<file path="src/rtl/rsc_map.vh">
/*
 Register indices, field positions, mux codes and reset values of the
 Reed-Solomon codec control block. Definitions only.
 Assumes byte address = 4 x register index on a 32-bit bus.
*/
`ifndef RSC_MAP_VH
`define RSC_MAP_VH

`define RSC_IDX_ST      16'hFC70
`define RSC_IDX_CF      16'hFC71
`define RSC_IDX_EPTR    16'hFC72
`define RSC_IDX_ELEN    16'hFC73
`define RSC_IDX_DPTR    16'hFC74
`define RSC_IDX_DLEN    16'hFC75
`define RSC_IDX_RDPORT  16'hFC76
`define RSC_IDX_XCF     16'hFC6E
`define RSC_IDX_XST     16'hFC6F

`define RSC_RST_REG     16'h0000
`define RSC_RST_PTR     11'h000

`define RSC_ST_NERR     12:8
`define RSC_ST_FFAIL    6
`define RSC_ST_RDY2     5
`define RSC_ST_BUSY     4
`define RSC_ST_RDY1     3
`define RSC_ST_DFAIL    2
`define RSC_ST_DERR     1
`define RSC_ST_DOK      0

`define RSC_CF_DNF      13
`define RSC_CF_D10B     12
`define RSC_CF_DEND     11
`define RSC_CF_DSTR     10
`define RSC_CF_DENA     9
`define RSC_CF_DMODE    8
`define RSC_CF_SEL      7:4
`define RSC_CF_ENF      3
`define RSC_CF_ESTR     2
`define RSC_CF_EENA     1
`define RSC_CF_EMODE    0

`define RSC_XST_IRQEN   14
`define RSC_XST_FLAGS   8:6
`define RSC_XCF_MUX     15:12

`define RSC_MUX_PARITY  4'h0
`define RSC_MUX_SYN     4'h1
`define RSC_MUX_BM      4'h2
`define RSC_MUX_CSF     4'h3
`define RSC_MUX_TOTERR  4'hB

`endif

</file>
<file path="src/rtl/rsc_codec_ctrl.v">
/*
 Control and status logic of the Reed-Solomon codec: Avalon-MM register
 slave, symbol fetch from peripheral memory or nand byte strobes, status
 capture, write-out of location/magnitude words and shared flags.
 Assumes the Galois-field core, memory and nand datapath share ref_clk.
*/
// The Avalon-MM interface to the registers was left to the implementer.
`timescale 1ns/1ns
`include "rsc_map.vh"

module rsc_codec_ctrl (
   input  wire         ref_clk,
   input  wire         rst_n,
   input  wire [17:0]  avs_address,
   input  wire         avs_read,
   input  wire         avs_write,
   input  wire [31:0]  avs_writedata,
   output reg  [31:0]  avs_readdata,
   output reg          avs_waitrequest,
   output reg          mem_rd_req,
   output reg  [10:0]  mem_rd_addr,
   input  wire         mem_rd_ack,
   input  wire [15:0]  mem_rd_data,
   output reg          mem_wr_req,
   output reg  [10:0]  mem_wr_addr,
   output reg  [15:0]  mem_wr_data,
   input  wire         mem_wr_ack,
   input  wire         nf_in_valid,
   input  wire [7:0]   nf_in_byte,
   input  wire         nf_out_valid,
   input  wire [7:0]   nf_out_byte,
   output reg          dec_init,
   output reg          dec_sym_valid,
   output reg  [9:0]   dec_sym,
   output reg          dec_code_end,
   output reg          dec_corr_start,
   output reg          dec_code_mode,
   input  wire         dec_result_valid,
   input  wire         dec_has_errors,
   input  wire         dec_fatal,
   input  wire         corr_part1_done,
   input  wire         corr_done,
   input  wire         corr_fail,
   input  wire [4:0]   corr_pairs,
   input  wire         corr_word_valid,
   input  wire [15:0]  corr_word,
   output reg          corr_word_ready,
   output reg          enc_init,
   output reg          enc_sym_valid,
   output reg  [9:0]   enc_sym,
   output reg          enc_code_mode,
   input  wire [255:0] enc_parity,
   input  wire [9:0]   syn_index,
   input  wire [8:0]   bm_index,
   input  wire [9:0]   csf_index,
   input  wire [4:0]   total_errors,
   output reg          xperip_irq
);

   reg         rst_meta;
   reg         rst_sync;
   reg  [15:0] cf;
   reg  [15:0] next_cf;
   reg  [10:0] eptr;
   reg  [15:0] elen;
   reg  [10:0] dptr;
   reg  [15:0] dlen;
   reg  [15:0] xcf;
   reg         irq_en;
   reg  [2:0]  flags;
   reg  [4:0]  nerr;
   reg         ffail;
   reg         rdy2;
   reg         busy;
   reg         rdy1;
   reg         dfail;
   reg         derr;
   reg         dok;
   reg         awaiting;
   reg         ec_pend;
   reg  [10:0] wr_cnt;
   reg  [15:0] dec_left;
   reg  [15:0] dec_cnt;
   reg  [15:0] enc_left;
   reg  [15:0] enc_cnt;
   reg         fetch_dec;
   reg  [15:0] rd_mux;
   reg  [15:0] rp_val;

   wire [15:0] idx    = avs_address[17:2];
   wire [15:0] wd     = avs_writedata[15:0];
   wire        wr_acc = avs_write & ~avs_waitrequest;
   wire        w_cf   = wr_acc & (idx == `RSC_IDX_CF);
   wire        w_xst  = wr_acc & (idx == `RSC_IDX_XST);

   wire        d_mem  = ~cf[`RSC_CF_DNF];
   wire        d_ten  = cf[`RSC_CF_D10B] & d_mem;
   wire        rd_ok  = mem_rd_req & mem_rd_ack;
   wire        dec_take = cf[`RSC_CF_DENA] &
                          (d_mem ? (rd_ok & fetch_dec) : nf_in_valid);
   wire        enc_take = cf[`RSC_CF_EENA] &
                          (cf[`RSC_CF_ENF] ? nf_out_valid : (rd_ok & ~fetch_dec));
   wire        dec_fin = cf[`RSC_CF_DENA] &
                         ((dec_left == 16'h0000) | (dec_take & (dec_left == 16'h0001)));
   wire        enc_fin = cf[`RSC_CF_EENA] &
                         ((enc_left == 16'h0000) | (enc_take & (enc_left == 16'h0001)));
   wire        dec_want = cf[`RSC_CF_DENA] & d_mem & (dec_left != 16'h0000);
   wire        enc_want = cf[`RSC_CF_EENA] & ~cf[`RSC_CF_ENF] & (enc_left != 16'h0000);

   wire [7:0]  d_byte = ~d_mem ? nf_in_byte :
                        (dec_cnt[0] ? mem_rd_data[7:0] : mem_rd_data[15:8]);
   wire [9:0]  d_val  = d_ten ? mem_rd_data[9:0] : {2'b00, d_byte};
   wire [7:0]  e_byte = cf[`RSC_CF_ENF] ? nf_out_byte :
                        (enc_cnt[0] ? mem_rd_data[7:0] : mem_rd_data[15:8]);
   wire [10:0] d_addr = d_ten ? (dptr + dec_cnt[10:0]) : (dptr + dec_cnt[11:1]);
   wire [10:0] e_addr = eptr + enc_cnt[11:1];

   wire        corr_go  = awaiting & dec_result_valid & dec_has_errors;
   wire        ec_set   = ec_pend & rdy1 & rdy2 & ~mem_wr_req;
   wire [2:0]  flag_set = {ec_set, dec_fin & ~cf[`RSC_CF_D10B], enc_fin};
   wire [15:0] st_word  = {3'b000, nerr, 1'b0, ffail, rdy2, busy, rdy1, dfail, derr, dok};

   // Reset release through two flops
   always @(posedge ref_clk or negedge rst_n) begin
      if (!rst_n) begin
         rst_meta <= 1'b0;
         rst_sync <= 1'b0;
      end else begin
         rst_meta <= 1'b1;
         rst_sync <= rst_meta;
      end
   end

   // Read port mux and register read mux
   always @* begin
      case (xcf[`RSC_XCF_MUX])
         `RSC_MUX_PARITY: rp_val = enc_parity[{cf[`RSC_CF_SEL], 4'h0} +: 16];
         `RSC_MUX_SYN:    rp_val = {6'h00, syn_index};
         `RSC_MUX_BM:     rp_val = {7'h00, bm_index};
         `RSC_MUX_CSF:    rp_val = {6'h00, csf_index};
         `RSC_MUX_TOTERR: rp_val = {11'h000, total_errors};
         default:         rp_val = 16'h0000;
      endcase
      case (idx)
         `RSC_IDX_ST:     rd_mux = st_word;
         `RSC_IDX_CF:     rd_mux = cf;
         `RSC_IDX_EPTR:   rd_mux = {5'h00, eptr};
         `RSC_IDX_ELEN:   rd_mux = elen;
         `RSC_IDX_DPTR:   rd_mux = {5'h00, dptr};
         `RSC_IDX_DLEN:   rd_mux = dlen;
         `RSC_IDX_RDPORT: rd_mux = rp_val;
         `RSC_IDX_XCF:    rd_mux = xcf;
         `RSC_IDX_XST:    rd_mux = {1'b0, irq_en, 5'h00, flags, 6'h00};
         default:         rd_mux = 16'h0000;
      endcase
   end

   // Hardware self-clears; a software write replaces the word
   always @* begin
      next_cf = cf;
      next_cf[`RSC_CF_DEND] = 1'b0;
      if (dec_take)
         next_cf[`RSC_CF_DSTR] = 1'b0;
      if (dec_fin)
         next_cf[`RSC_CF_DENA] = 1'b0;
      if (enc_take)
         next_cf[`RSC_CF_ESTR] = 1'b0;
      if (enc_fin)
         next_cf[`RSC_CF_EENA] = 1'b0;
      if (w_cf) begin
         next_cf = {2'b00, wd[13:0]};
         if (wd[`RSC_CF_DEND])
            next_cf[`RSC_CF_DENA] = 1'b0;
      end
   end

   // Bus slave: one wait cycle, then the access is taken
   always @(posedge ref_clk or negedge rst_sync) begin
      if (!rst_sync) begin
         avs_waitrequest <= 1'b1;
         avs_readdata    <= 32'h00000000;
         cf              <= `RSC_RST_REG;
         eptr            <= `RSC_RST_PTR;
         elen            <= `RSC_RST_REG;
         dptr            <= `RSC_RST_PTR;
         dlen            <= `RSC_RST_REG;
         xcf             <= `RSC_RST_REG;
         irq_en          <= 1'b0;
      end else begin
         avs_waitrequest <= ~((avs_read | avs_write) & avs_waitrequest);
         if (avs_read & avs_waitrequest)
            avs_readdata <= {16'h0000, rd_mux};
         cf <= next_cf;
         if (wr_acc & (idx == `RSC_IDX_EPTR))
            eptr <= wd[10:0];
         if (wr_acc & (idx == `RSC_IDX_ELEN))
            elen <= wd;
         if (wr_acc & (idx == `RSC_IDX_DPTR))
            dptr <= wd[10:0];
         if (wr_acc & (idx == `RSC_IDX_DLEN))
            dlen <= wd;
         if (wr_acc & (idx == `RSC_IDX_XCF))
            xcf <= wd;
         if (w_xst)
            irq_en <= wd[`RSC_XST_IRQEN];
      end
   end

   // Shared ready flags: set wins over write-one clear
   genvar g;
   generate
      for (g = 0; g < 3; g = g + 1) begin : g_flag
         always @(posedge ref_clk or negedge rst_sync) begin
            if (!rst_sync)
               flags[g] <= 1'b0;
            else
               flags[g] <= flag_set[g] | (flags[g] & ~(w_xst & wd[6 + g]));
         end
      end
   endgenerate

   always @(posedge ref_clk or negedge rst_sync) begin
      if (!rst_sync)
         xperip_irq <= 1'b0;
      else
         xperip_irq <= irq_en & (|flags);
   end

   // Symbol counters, symbol strobes and sequence pulses
   always @(posedge ref_clk or negedge rst_sync) begin
      if (!rst_sync) begin
         dec_left      <= 16'h0000;
         dec_cnt       <= 16'h0000;
         enc_left      <= 16'h0000;
         enc_cnt       <= 16'h0000;
         dec_sym_valid <= 1'b0;
         dec_sym       <= 10'h000;
         enc_sym_valid <= 1'b0;
         enc_sym       <= 10'h000;
         dec_init      <= 1'b0;
         enc_init      <= 1'b0;
         dec_code_end  <= 1'b0;
         dec_code_mode <= 1'b0;
         enc_code_mode <= 1'b0;
      end else begin
         dec_init      <= w_cf & wd[`RSC_CF_DSTR];
         enc_init      <= w_cf & wd[`RSC_CF_ESTR];
         dec_code_end  <= w_cf & wd[`RSC_CF_DEND];
         dec_code_mode <= next_cf[`RSC_CF_DMODE];
         enc_code_mode <= next_cf[`RSC_CF_EMODE];
         dec_sym_valid <= dec_take;
         enc_sym_valid <= enc_take;
         if (dec_take)
            dec_sym <= d_val;
         if (enc_take)
            enc_sym <= {2'b00, e_byte};
         if (w_cf & wd[`RSC_CF_DENA] & ~cf[`RSC_CF_DENA]) begin
            dec_left <= dlen;
            dec_cnt  <= 16'h0000;
         end else if (dec_take) begin
            dec_left <= dec_left - 16'h0001;
            dec_cnt  <= dec_cnt + 16'h0001;
         end
         if (w_cf & wd[`RSC_CF_EENA] & ~cf[`RSC_CF_EENA]) begin
            enc_left <= elen;
            enc_cnt  <= 16'h0000;
         end else if (enc_take) begin
            enc_left <= enc_left - 16'h0001;
            enc_cnt  <= enc_cnt + 16'h0001;
         end
      end
   end

   // Memory fetch: one outstanding read, decoder first
   always @(posedge ref_clk or negedge rst_sync) begin
      if (!rst_sync) begin
         mem_rd_req  <= 1'b0;
         mem_rd_addr <= `RSC_RST_PTR;
         fetch_dec   <= 1'b0;
      end else if (mem_rd_req) begin
         if (mem_rd_ack)
            mem_rd_req <= 1'b0;
      end else if (dec_want) begin
         mem_rd_req  <= 1'b1;
         mem_rd_addr <= d_addr;
         fetch_dec   <= 1'b1;
      end else if (enc_want) begin
         mem_rd_req  <= 1'b1;
         mem_rd_addr <= e_addr;
         fetch_dec   <= 1'b0;
      end
   end

   // Decode result and correction progress
   always @(posedge ref_clk or negedge rst_sync) begin
      if (!rst_sync) begin
         awaiting       <= 1'b0;
         dok            <= 1'b0;
         derr           <= 1'b0;
         dfail          <= 1'b0;
         rdy1           <= 1'b0;
         rdy2           <= 1'b0;
         busy           <= 1'b0;
         ffail          <= 1'b0;
         nerr           <= 5'h00;
         ec_pend        <= 1'b0;
         dec_corr_start <= 1'b0;
      end else begin
         dec_corr_start <= corr_go;
         if (w_cf & wd[`RSC_CF_DSTR]) begin
            awaiting <= 1'b0;
            dok      <= 1'b0;
            derr     <= 1'b0;
            dfail    <= 1'b0;
            rdy1     <= 1'b0;
            rdy2     <= 1'b0;
            busy     <= 1'b0;
            ffail    <= 1'b0;
            nerr     <= 5'h00;
            ec_pend  <= 1'b0;
         end else begin
            if (w_cf & wd[`RSC_CF_DEND])
               awaiting <= 1'b1;
            else if (dec_result_valid)
               awaiting <= 1'b0;
            if (awaiting & dec_result_valid) begin
               dfail <= dec_fatal;
               derr  <= dec_has_errors;
               dok   <= ~dec_has_errors & ~dec_fatal;
            end
            if (corr_go) begin
               busy    <= 1'b1;
               rdy1    <= 1'b0;
               rdy2    <= 1'b0;
               ffail   <= 1'b0;
               ec_pend <= 1'b0;
            end else begin
               if (corr_part1_done)
                  rdy1 <= 1'b1;
               if (corr_done) begin
                  rdy2    <= 1'b1;
                  busy    <= 1'b0;
                  ffail   <= corr_fail;
                  nerr    <= corr_pairs;
                  ec_pend <= 1'b1;
               end else if (ec_set)
                  ec_pend <= 1'b0;
            end
         end
      end
   end

   // Location/magnitude words go out from the decoder pointer upward
   always @(posedge ref_clk or negedge rst_sync) begin
      if (!rst_sync) begin
         mem_wr_req      <= 1'b0;
         mem_wr_addr     <= `RSC_RST_PTR;
         mem_wr_data     <= 16'h0000;
         corr_word_ready <= 1'b1;
         wr_cnt          <= 11'h000;
      end else begin
         if (corr_go)
            wr_cnt <= 11'h000;
         else if (corr_word_valid & corr_word_ready) begin
            mem_wr_req      <= 1'b1;
            mem_wr_addr     <= dptr + wr_cnt;
            mem_wr_data     <= corr_word;
            corr_word_ready <= 1'b0;
            wr_cnt          <= wr_cnt + 11'h001;
         end else if (mem_wr_req & mem_wr_ack) begin
            mem_wr_req      <= 1'b0;
            corr_word_ready <= 1'b1;
         end
      end
   end

endmodule // rsc_codec_ctrl

</file>
<file path="config.mk">
export PLATFORM = sky130hd
export DESIGN_NAME = rsc_codec_ctrl
export DESIGN_NICKNAME = d
export VERILOG_FILES = /design/src/rtl/rsc_codec_ctrl.v
export VERILOG_INCLUDE_DIRS = /design/src /design/src/rtl
export SDC_FILE = /design/constraint.sdc
export NUM_CORES = 1
export LEC_CHECK = 0
export BUFFER_PORTS_ARGS = -buffer_cell sky130_fd_sc_hd__buf_4
export CORE_UTILIZATION = 40
export DETAILED_ROUTE_END_ITERATION = 10
export PLACE_DENSITY = 0.73
export SLEW_MARGIN = 10
export SYNTH_ARGS = -nofsm -noshare
export SYNTH_HDL_FRONTEND = slang
export SYNTH_SLANG_ARGS = --single-unit
</file>
<file path="constraint.sdc">
create_clock -name ref_clk -period 9.4 [get_ports ref_clk]
set_input_delay 0.47 -clock ref_clk [delete_from_list [all_inputs] [get_ports ref_clk]]
set_output_delay 0.47 -clock ref_clk [all_outputs]
set_load 0.01 [all_outputs]
</file>
==> impl_metrics.csv, run 1 <==
group,metric,value,unit
status,status,"completed",
synth,synth_most_common_cell,"nand2_1",
routing,drc_errors,0,
timing,period_needed,3.56,ns
synth,yosys.area_share.xor_xnor,0.0295,
clocking,post_cts_buffers,0,
critical_path,r2r_start,"cf[4]",
pwr,vdd_drop_max,0.108,mV
timing,maxSlewHeadroom,0.243,
min_path,worstHoldStart,"avs_write",
clocking,cts_max_level,1,
routing,wirelength,66.4,mm
clocking,path_clk_slew,0.06,ns
cells_and_area,nFillCells,3435,
synth,yosys-top-cells-area,"dfrtp_1, mux4_2, nand2_1",
critical_path,r2r-end,"avs_readdata[8]",
global_routing,antenna_found_initial,17,
synth,yosys.area_share.simple,0.172,
global_routing,grt_pass1_vias,14300,
placed_design,io_buffers,474,
synth,async_flop_share,1.00,
timing,skew,0.0156,ns
synth,yosysTopAreaCellShare,0.409,
placed_design,post-dp-hpwl,53.9,mm
timing,fin_crit_sh,0.379,
critical_path,startpoint_type,"flop",
clocking,cts_tree,"built",
routing,first_pass_iters,5,
routing,wl_per_cell,26.5,um
min_path,holdPathEnd,"avs_waitrequest",
timing,hold_violations,0,
routing,vias,14900,
cells_and_area,syn_to_final_growth,30.8,%
timing,tightest_slew,1.14,ns
global_routing,grt_max_degree,80,
critical_path,end_kind,"flop",
global_routing,grt_use_total,0.329,
critical_path,crit_path_top_delay_cell,"dfrtp_4",
timing,drv_slew,0,
pwr,p_per_area,119,nW/um2
synth,synth_top_family_by_area,"multiplexers",
critical_path,crit_type,"reg -> reg",
timing,fmax,281,MHz
synth,yosysSeqAreaShare,0.412,
synth,synth_edf_count,0,
timing,rsz0062_at_grt,"false",
clocking,insertion_delay,0.55,ns
routing,wl_met3,9.01,mm
floorplan,die-area,39400,um2
placed_design,placed_cell_area,19300,um2
critical_path,required,9.81,ns
synth,synth_compound_area_frac,0.140,
clocking,cts_buffers,27,
cells_and_area,layout.nets,2419,
routing,dr.first_iter.drc_count,1801,
cells_and_area,drive_above_1_share,0.348,
cells_and_area,fin_area,20200,um2
floorplan,die_h,198,um
synth,synthMuxAreaShare,0.173,
routing,met2_length,29.2,mm
critical_path,crit_buf_inv,1,
critical_path,critPathArrivalTime,3.96,ns
synth,avgSynthCellArea,10.0,um2
timing,setup_viol,0,
critical_path,slowest_delay,0.84,ns
routing,met1_length,25.2,mm
floorplan,placementRows,71,
clocking,cts-root-buf,"clkbuf_16",
global_routing,grt_pass1_wl,92.6,mm
pwr,leakagePower,9.58,nW
critical_path,critPathMaxFanout,35,
synth,synthTopCellsByCount,"nand2_1, dfrtp_1, nor2_1",
critical_path,r2r_cells,6,
placed_design,gp_congestion,0.978,
timing,finalSetupTns,0,ns
clocking,cts_buffer_depth,3,
synth,netlist_instances,1536,
flow_run,max_cap_viol_count,0,
synth,syn_area,15400,um2
synth,ys_warn_count,0,
floorplan,fp.dieW,198,um
floorplan,ios,511,
global_routing,grt-ovfl-total,0,
min_path,whs_path_depth,2,
min_path,hold_path.class,"in -> reg",
clocking,clock_sinks,254,
floorplan,coreArea,37800,um2
routing,top_layer,"met5",
synth,ys_seq_elements,254,
routing,final_antenna_net_count,0,
critical_path,r2r_slack,5.84,ns
synth,synthAdderAreaFrac,0.0347,
synth,yosysUniqueCellTypes,74,
synth,synthFlopType,"dfrtp_1",
synth,yosysTopAreaCell,"dfrtp_1",
critical_path,critical_path.most_common_cell,"mux4_2",
critical_path,path_cells,"buf_4 > mux4_2 > mux4_2 > mux4_2 > nand4b_1 > a32oi_1",
routing,vias_per_cell,5.94,
floorplan,start_util,0.408,
critical_path,crit_family,"multiplexers",
power by group:
group	switching (mW)	internal, mW	leakage [nW]
sequential	0.00710	1.10	3.50
combinational	0.128	0.141	5.67
clock	0.443	0.577	0.406
cells in the final DEF (no fill, tap or decap), drive strengths merged, types with 13 or more instances in the layout:
| cell type | synthesis | routed |
|---|---|---|
| o211ai | 19 | 19 |
| nand3 | 48 | 48 |
| nor3 | 23 | 23 |
| inv | 25 | 26 |
| conb | 2 | 19 |
| and3 | 13 | 13 |
| mux4 | 71 | 71 |
| ha | 38 | 38 |
| nand2 | 261 | 261 |
| or3 | 15 | 15 |
| mux2 | 70 | 70 |
| a21oi | 77 | 77 |
| nand2b | 14 | 14 |
| nor2 | 98 | 98 |
| nor4 | 26 | 26 |
| clkbuf | 57 | 38 |
| mux2i | 28 | 28 |
| o21ai | 88 | 88 |
| a222oi | 13 | 13 |
| xnor2 | 20 | 20 |
| buf | 44 | 488 |
| dfrtp | 252 | 252 |
| and2 | 17 | 17 |
| xor2 | 32 | 32 |
| a22oi | 34 | 34 |
area by class of cell:
type | instances | area (um2) | share of cell area
Tap cell | 511 | 639 | 0.0317
Clock inverter | 8 | 68.8 | 0.00341
Sequential cell | 254 | 6370 | 0.316
Inverter | 27 | 101 | 0.00502
Timing Repair Buffer | 489 | 3670 | 0.182
Clock buffer | 38 | 747 | 0.0370
Multi-Input combinational cell | 1171 | 8560 | 0.424
Antenna cell | 8 | 20.0 | 0.000992
cells by family after synthesis:
family,count (synthesis)
AND/OR/NAND/NOR,562
AO/OA/AOI/OAI,328
flip-flops,254
multiplexers,169
buffers and inverters,128
XOR/XNOR,52
adder cells (fa/ha/maj),41
other,2
flip-flops by register name, indices dropped and copies added (netlist names), 12 cells and up:
register	cells
dec_cnt	12
enc_cnt	12
dlen	16
cf	14
xcf	16
mem_wr_data	16
enc_left	16
dec_left	16
avs_readdata	16
elen	16
layer usage:
layer / vias to the layer above / GRT usage
met4: 8 / 0.134
li1: 6539 / -
met5: - / 0.0217
met1: 7271 / 0.427
met3: 145 / 0.128
met2: 930 / 0.487
metrics by stage:
stage                     utilization  cells  setup slack, ns  power [mW]  hold WS (ns)
final                           0.533   2506             5.84        2.39        0.0848
after global routing            0.533   2503             5.60        2.46        0.0997
after CTS                       0.533   2498             5.82        2.40        0.0742
after detailed placement        0.511   2451             5.48        1.39         0.261
after global placement          0.511   2451             5.59        1.39         0.257
after floorplan                     -   1553             1.80        1.20         0.174
what timing repair did:
action                                 CTS  global route
endpoints found under the hold margin    2             0
hold buffers                             1             0
gates resized for setup                  0             0
worst max path at each step:
| stage | cells past startpoint | from | to |
|---|---|---|---|
| floorplan | 0 | rst_sync | avs_readdata[0] |
| global placement | 5 | avs_address[10] | dlen[0] |
| detailed placement | 5 | avs_address[10] | dlen[12] |
| CTS | 6 | cf[4] | avs_readdata[8] |
| global route | 12 | cf[13] | mem_rd_addr[10] |
| finish | 6 | cf[4] | avs_readdata[8] |
No activity file was read; power rests on OpenSTA's default activity.
==> inputs of run 2 (changes only) <==
clock period = 3.6 ns   (was 9.4 ns; I/O delays follow)
==> run 2 against run 1 <==
Against the previous run:
- power increased to 2.7 times the previous value
- final cell count up 4.0%
- critical path depth increased by 6
- core utilization up 2.8 points
- via count increased by 3.7%
- first-iteration DRC count shrank 17%
- critical endpoint is now mem_rd_addr[10]
- largest cell class unchanged
- largest power group unchanged
- highest routed layer unchanged
==> impl_metrics.csv, run 2 (same netlist as run 1, synthesis figures left out) <==
group,metric,value,unit
status,status,"completed",
critical_path,critPathMaxFanout,6,
critical_path,critPathArrivalTime,3.37,ns
routing,wl_per_cell,26.1,um
cells_and_area,final_common_cell,"buf_4",
flow_run,max_cap_viol_count,0,
global_routing,grt_use_total,0.339,
clocking,path_clk_slew,0.07,ns
routing,vias_per_cell,5.93,
clocking,clock_sinks,254,
cells_and_area,layout.nets,2520,
global_routing,antenna_found_initial,10,
routing,dr.first_iter.drc_count,1499,
global_routing,grt_max_degree,61,
floorplan,die_h,198,um
clocking,insertion_delay,0.56,ns
global_routing,grt_pass1_vias,14800,
cells_and_area,drive_above_1_share,0.348,
timing,hold_violations,0,
pwr,vdd_drop_max,0.291,mV
clocking,cts_buffers,27,
floorplan,placementRows,71,
clocking,cts_buffer_depth,3,
timing,fin_crit_sh,0.813,
timing,setup_viol,0,
timing,rsz0062_at_grt,"false",
timing,tightest_slew,1.26,ns
floorplan,coreArea,37800,um2
pwr,leakagePower,10.1,nW
critical_path,startpoint_type,"flop",
critical_path,required,4.04,ns
timing,skew,0.0243,ns
critical_path,crit_type,"reg -> reg",
routing,drc_errors,0,
global_routing,grt_pass1_wl,96.4,mm
floorplan,start_util,0.408,
clocking,cts_max_level,1,
pwr,p_per_area,308,nW/um2
cells_and_area,final_util,0.561,
floorplan,die-area,39400,um2
placed_design,placed_cell_area,19600,um2
global_routing,grt-ovfl-total,0,
floorplan,ios,511,
floorplan,fp.dieW,198,um
placed_design,post-dp-hpwl,54.7,mm
routing,first_pass_iters,7,
timing,maxSlewHeadroom,0.159,
routing,final_antenna_net_count,0,
timing,drv_slew,0,
routing,vias,15400,
min_path,hold_path.class,"in -> reg",
cells_and_area,syn_to_final_growth,37.6,%
critical_path,end_kind,"flop",
cells_and_area,layout_common_cells,"buf_4, nand2_1, dfrtp_1",
timing,finalSetupTns,0,ns
placed_design,io_buffers,474,
clocking,post_cts_buffers,0,
timing,period_needed,2.93,ns
timing,fmax,342,MHz
placed_design,gp_congestion,1.05,
clocking,cts_tree,"built",
cells_and_area,fin_area,21200,um2
clocking,cts-root-buf,"clkbuf_16",
routing,wirelength,67.9,mm
==> run 2: changes by cell type in the layout (fill, tap and decap cells not counted), moves of 2 or more <==
| cell | before | now |
|---|---|---|
| clkbuf_8 | 3 | 7 |
| diode_2 | 8 | 5 |
| dlygate4sd3_1 | 1 | 74 |
| buf_4 | 488 | 514 |
| clkbuf_1 | 8 | 3 |
| buf_12 | 0 | 2 |
==> run 2: worst max-delay path, cell delays in order (launching register included) <==
cell	delay, ns
dfrtp_1	0.48
nor2b_1	0.55
nand2_1	0.11
nand2_1	0.08
ha_1	0.16
inv_1	0.05
fa_1	0.37
nor2b_1	0.21
o2111ai_1	0.17
a32oi_1	0.24
xnor2_1	0.12
a22oi_1	0.14
o21ai_0	0.11
==> run 2: power by group <==
| group | internal [mW] | switching [mW] |
|---|---|---|
| logic | 0.426 | 0.356 |
| clock network | 1.67 | 1.18 |
| registers | 2.87 | 0.0264 |
==> run 2: layer usage <==
metal	GRT usage	up-vias	wire length, um
li1	-	6730	-
met1	0.448	7608	26100
met2	0.499	987	30100
met3	0.124	118	8940
met4	0.133	6	2600
met5	0.0281	-	172
==> run 2: what timing repair did <==
item | CTS | global route
endpoints found under the hold margin | 135 | 0
gates resized for setup | 0 | 0
hold buffers | 74 | 0
==> run 2: path summary, 6_finish.rpt <==
| check | startpoint | endpoint | slack, ns | cells after the start |
|---|---|---|---|---|
| setup / recovery | cf[12] | mem_rd_addr[10] | 0.67 | 12 |
| hold / removal | bm_index[6] | avs_readdata[6] | 0.04 | 5 |
| setup reg to reg | cf[12] | mem_rd_addr[10] | 0.67 | 12 |
| hold reg to reg | rst_meta | rst_sync | 0.35 | 0 |
| max in group asynchronous | rst_sync | mem_rd_addr[3] | 2.16 | 1 |
| min in group asynchronous | rst_sync | mem_wr_data[13] | 0.43 | 0 |
==> run 2: through the flow <==
step	power (mW)	hold WS (ns)	worst slack [ns]	instances
floorplan	3.12	-0.116	0.942	1553
global placement	3.63	-0.0375	0.725	2479
detailed placement	3.63	-0.0352	0.702	2479
CTS	6.53	0.0420	0.690	2602
global route	6.72	0.110	0.452	2605
finish	6.53	0.0405	0.675	2607
==> run 2: area by class of cell <==
cell class | instances | area, um2
Inverter | 27 | 101
Clock inverter | 12 | 131
Fill cell | 3301 | 16600
Tap cell | 511 | 639
Timing Repair Buffer | 590 | 4640
Clock buffer | 37 | 783
Antenna cell | 5 | 12.5
Multi-Input combinational cell | 1171 | 8550
Sequential cell | 254 | 6370
==> inputs of run 3 (changes only) <==
clock period = 2.92 ns   (was 3.6 ns; I/O delays follow)
==> run 3 against run 2 <==
Against the previous run:
- largest power group is now clock
- maximum frequency grew 9.2%
- cell area grew 0.81%
- power grew 25%
- first-iteration DRC count grew 11%
- sequential power grew 23%
- clock power grew 26%
- worst hold slack gained 0.015 ns
- clock skew shrank 0.0094 ns
- critical path depth grew 1
- largest cell class unchanged
- core utilization grew 0.45 points
==> impl_metrics.csv, run 3 (same netlist as run 1, synthesis figures left out) <==
group,metric,value,unit
timing,hold_violations,0,
global_routing,grt_use_total,0.343,
cells_and_area,fin_area,21400,um2
global_routing,grt_pass1_vias,15200,
critical_path,end_kind,"flop",
cells_and_area,syn_to_final_growth,38.7,%
timing,drv_slew,0,
timing,finalSetupTns,0,ns
global_routing,use_met2,0.506,
status,status,"completed",
critical_path,crit_family,"compound AO/OA/AOI/OAI gates",
routing,dr.first_iter.drc_count,1660,
global_routing,gr-usage-met3,0.137,
critical_path,crit_path_top_delay_cell,"dfrtp_1",
timing,fin_crit_sh,0.917,
cells_and_area,drive_above_1_share,0.353,
timing,period_needed,2.68,ns
routing,vias,15500,
timing,skew,0.0149,ns
cells_and_area,layout_common_cells,"buf_4, nand2_1, dfrtp_1",
timing,fmax,373,MHz
floorplan,die_h,198,um
routing,wirelength,68.6,mm
global_routing,grt.busiest_layer,"met2",
min_path,worstHoldStart,"mem_rd_data[7]",
floorplan,start_util,0.408,
critical_path,path_cells,"nor2b_1 > buf_4 > nand2_1 > nand2_1 > ha_1 > inv_1 > fa_1 > nor2b_1 > o2111ai_1 > a32oi_1 > xnor2_1 > a22oi_1 > o21ai_0",
critical_path,r2r_slack,0.24,ns
routing,final_antenna_net_count,0,
floorplan,coreArea,37800,um2
cells_and_area,nFillCells,3233,
cells_and_area,multi_input_area,8550,um2
flow_run,max_cap_viol_count,0,
clocking,cts_tree,"built",
routing,vias_per_cell,5.91,
clocking,insertion_delay,0.55,ns
min_path,holdPathEnd,"enc_sym[7]",
critical_path,r2r_cells,13,
clocking,cts_max_level,1,
clocking,clock_sinks,254,
timing,setup_viol,0,
floorplan,fp.dieW,198,um
cells_and_area,seq_area,6370,um2
critical_path,startpoint_type,"flop",
pwr,leakagePower,10.2,nW
global_routing,grt-ovfl-total,0,
global_routing,antenna_found_initial,16,
global_routing,grt_pass1_wl,96.7,mm
clocking,path_clk_slew,0.06,ns
floorplan,ios,511,
critical_path,crit_buf_inv,2,
placed_design,gp_congestion,1.03,
placed_design,placed_cell_area,19700,um2
min_path,hold_path.class,"in -> reg",
critical_path,crit_type,"reg -> reg",
clocking,cts_buffer_depth,3,
critical_path,required,3.34,ns
min_path,whs_path_depth,5,
floorplan,placementRows,71,
timing,maxSlewHeadroom,0.430,
cells_and_area,layout.nets,2539,
global_routing,use_met1,0.437,
clocking,cts_buffers,27,
critical_path,critPathMaxFanout,12,
placed_design,io_buffers,474,
critical_path,slowest_delay,0.47,ns
clocking,cts_resized,0,
clocking,cts-root-buf,"clkbuf_16",
clocking,post_cts_buffers,0,
critical_path,r2r-end,"mem_rd_addr[10]",
critical_path,r2r_start,"cf[12]",
placed_design,post-dp-hpwl,55.7,mm
critical_path,critPathArrivalTime,3.09,ns
global_routing,grt_max_degree,57,
timing,tightest_slew,0.856,ns
timing,rsz0062_at_grt,"false",
cells_and_area,final_common_cell,"buf_4",
floorplan,die-area,39400,um2
routing,first_pass_iters,8,
routing,wl_per_cell,26.2,um
pwr,p_per_area,381,nW/um2
pwr,vdd_drop_max,0.317,mV
routing,drc_errors,0,
-- run 3: worst max path at each step --
stage	from	to	slack, ns	cells past startpoint
after floorplan	cf[13]	mem_rd_addr[10]	0.26	14
after global placement	cf[12]	mem_rd_addr[10]	0.32	13
after detailed placement	cf[12]	mem_rd_addr[10]	0.27	13
after CTS	cf[12]	mem_rd_addr[10]	0.25	13
after global routing	cf[12]	mem_rd_addr[10]	0.02	13
final	cf[12]	mem_rd_addr[10]	0.24	13
-- run 3: area by class of cell --
type / instances / area share
antenna: 3 / 0.000351
clock inverter: 11 / 0.00795
timing repair buffer: 609 / 0.225
sequential: 254 / 0.298
multi-input combinational: 1171 / 0.400
clock buffer: 37 / 0.0352
tap: 511 / 0.0299
inverter: 27 / 0.00474
-- run 3: metal layers --
layer | part of all wire | vias up | wire length (um)
li1 | - | 6764 | -
met4 | 0.049 | 2 | 3380
met5 | 0.00020 | - | 14
met2 | 0.44 | 998 | 29900
met3 | 0.14 | 154 | 9720
met1 | 0.37 | 7571 | 25500
-- run 3: tightest hold or removal path: cells and delay by family --
kind | cells | cell delay [ns]
buffers and inverters | 1 | 0.09
multiplexers | 1 | 0.06
AND/OR/NAND/NOR | 1 | 0.08
AO/OA/AOI/OAI | 2 | 0.19
-- run 3: stage by stage --
| stage | instances | hold WS [ns] | power, mW | utilization | worst slack, ns |
|---|---|---|---|---|---|
| 2_1_floorplan | 1553 | -0.150 | 3.85 | - | 0.262 |
| 3_3_place_gp | 2499 | -0.0716 | 4.50 | 0.521 | 0.316 |
| 3_5_place_dp | 2499 | -0.0694 | 4.50 | 0.521 | 0.265 |
| 4_1_cts | 2620 | 0.0402 | 8.17 | 0.565 | 0.254 |
| 5_1_grt | 2622 | 0.0746 | 8.36 | 0.565 | 0.0189 |
| 6_report | 2623 | 0.0552 | 8.16 | 0.565 | 0.242 |
-- run 3: power breakdown --
group	internal (mW)	leakage (nW)	total, mW	switching [mW]
combinational	0.534	6.21	0.985	0.450
clock	2.16	0.442	3.61	1.45
sequential	3.54	3.50	3.57	0.0334
-- run 3: what timing repair did --
action                     4_1_cts  5_1_grt
setup endpoints to repair        0        0
hold buffers                    73        0
hold endpoints to repair       137        0
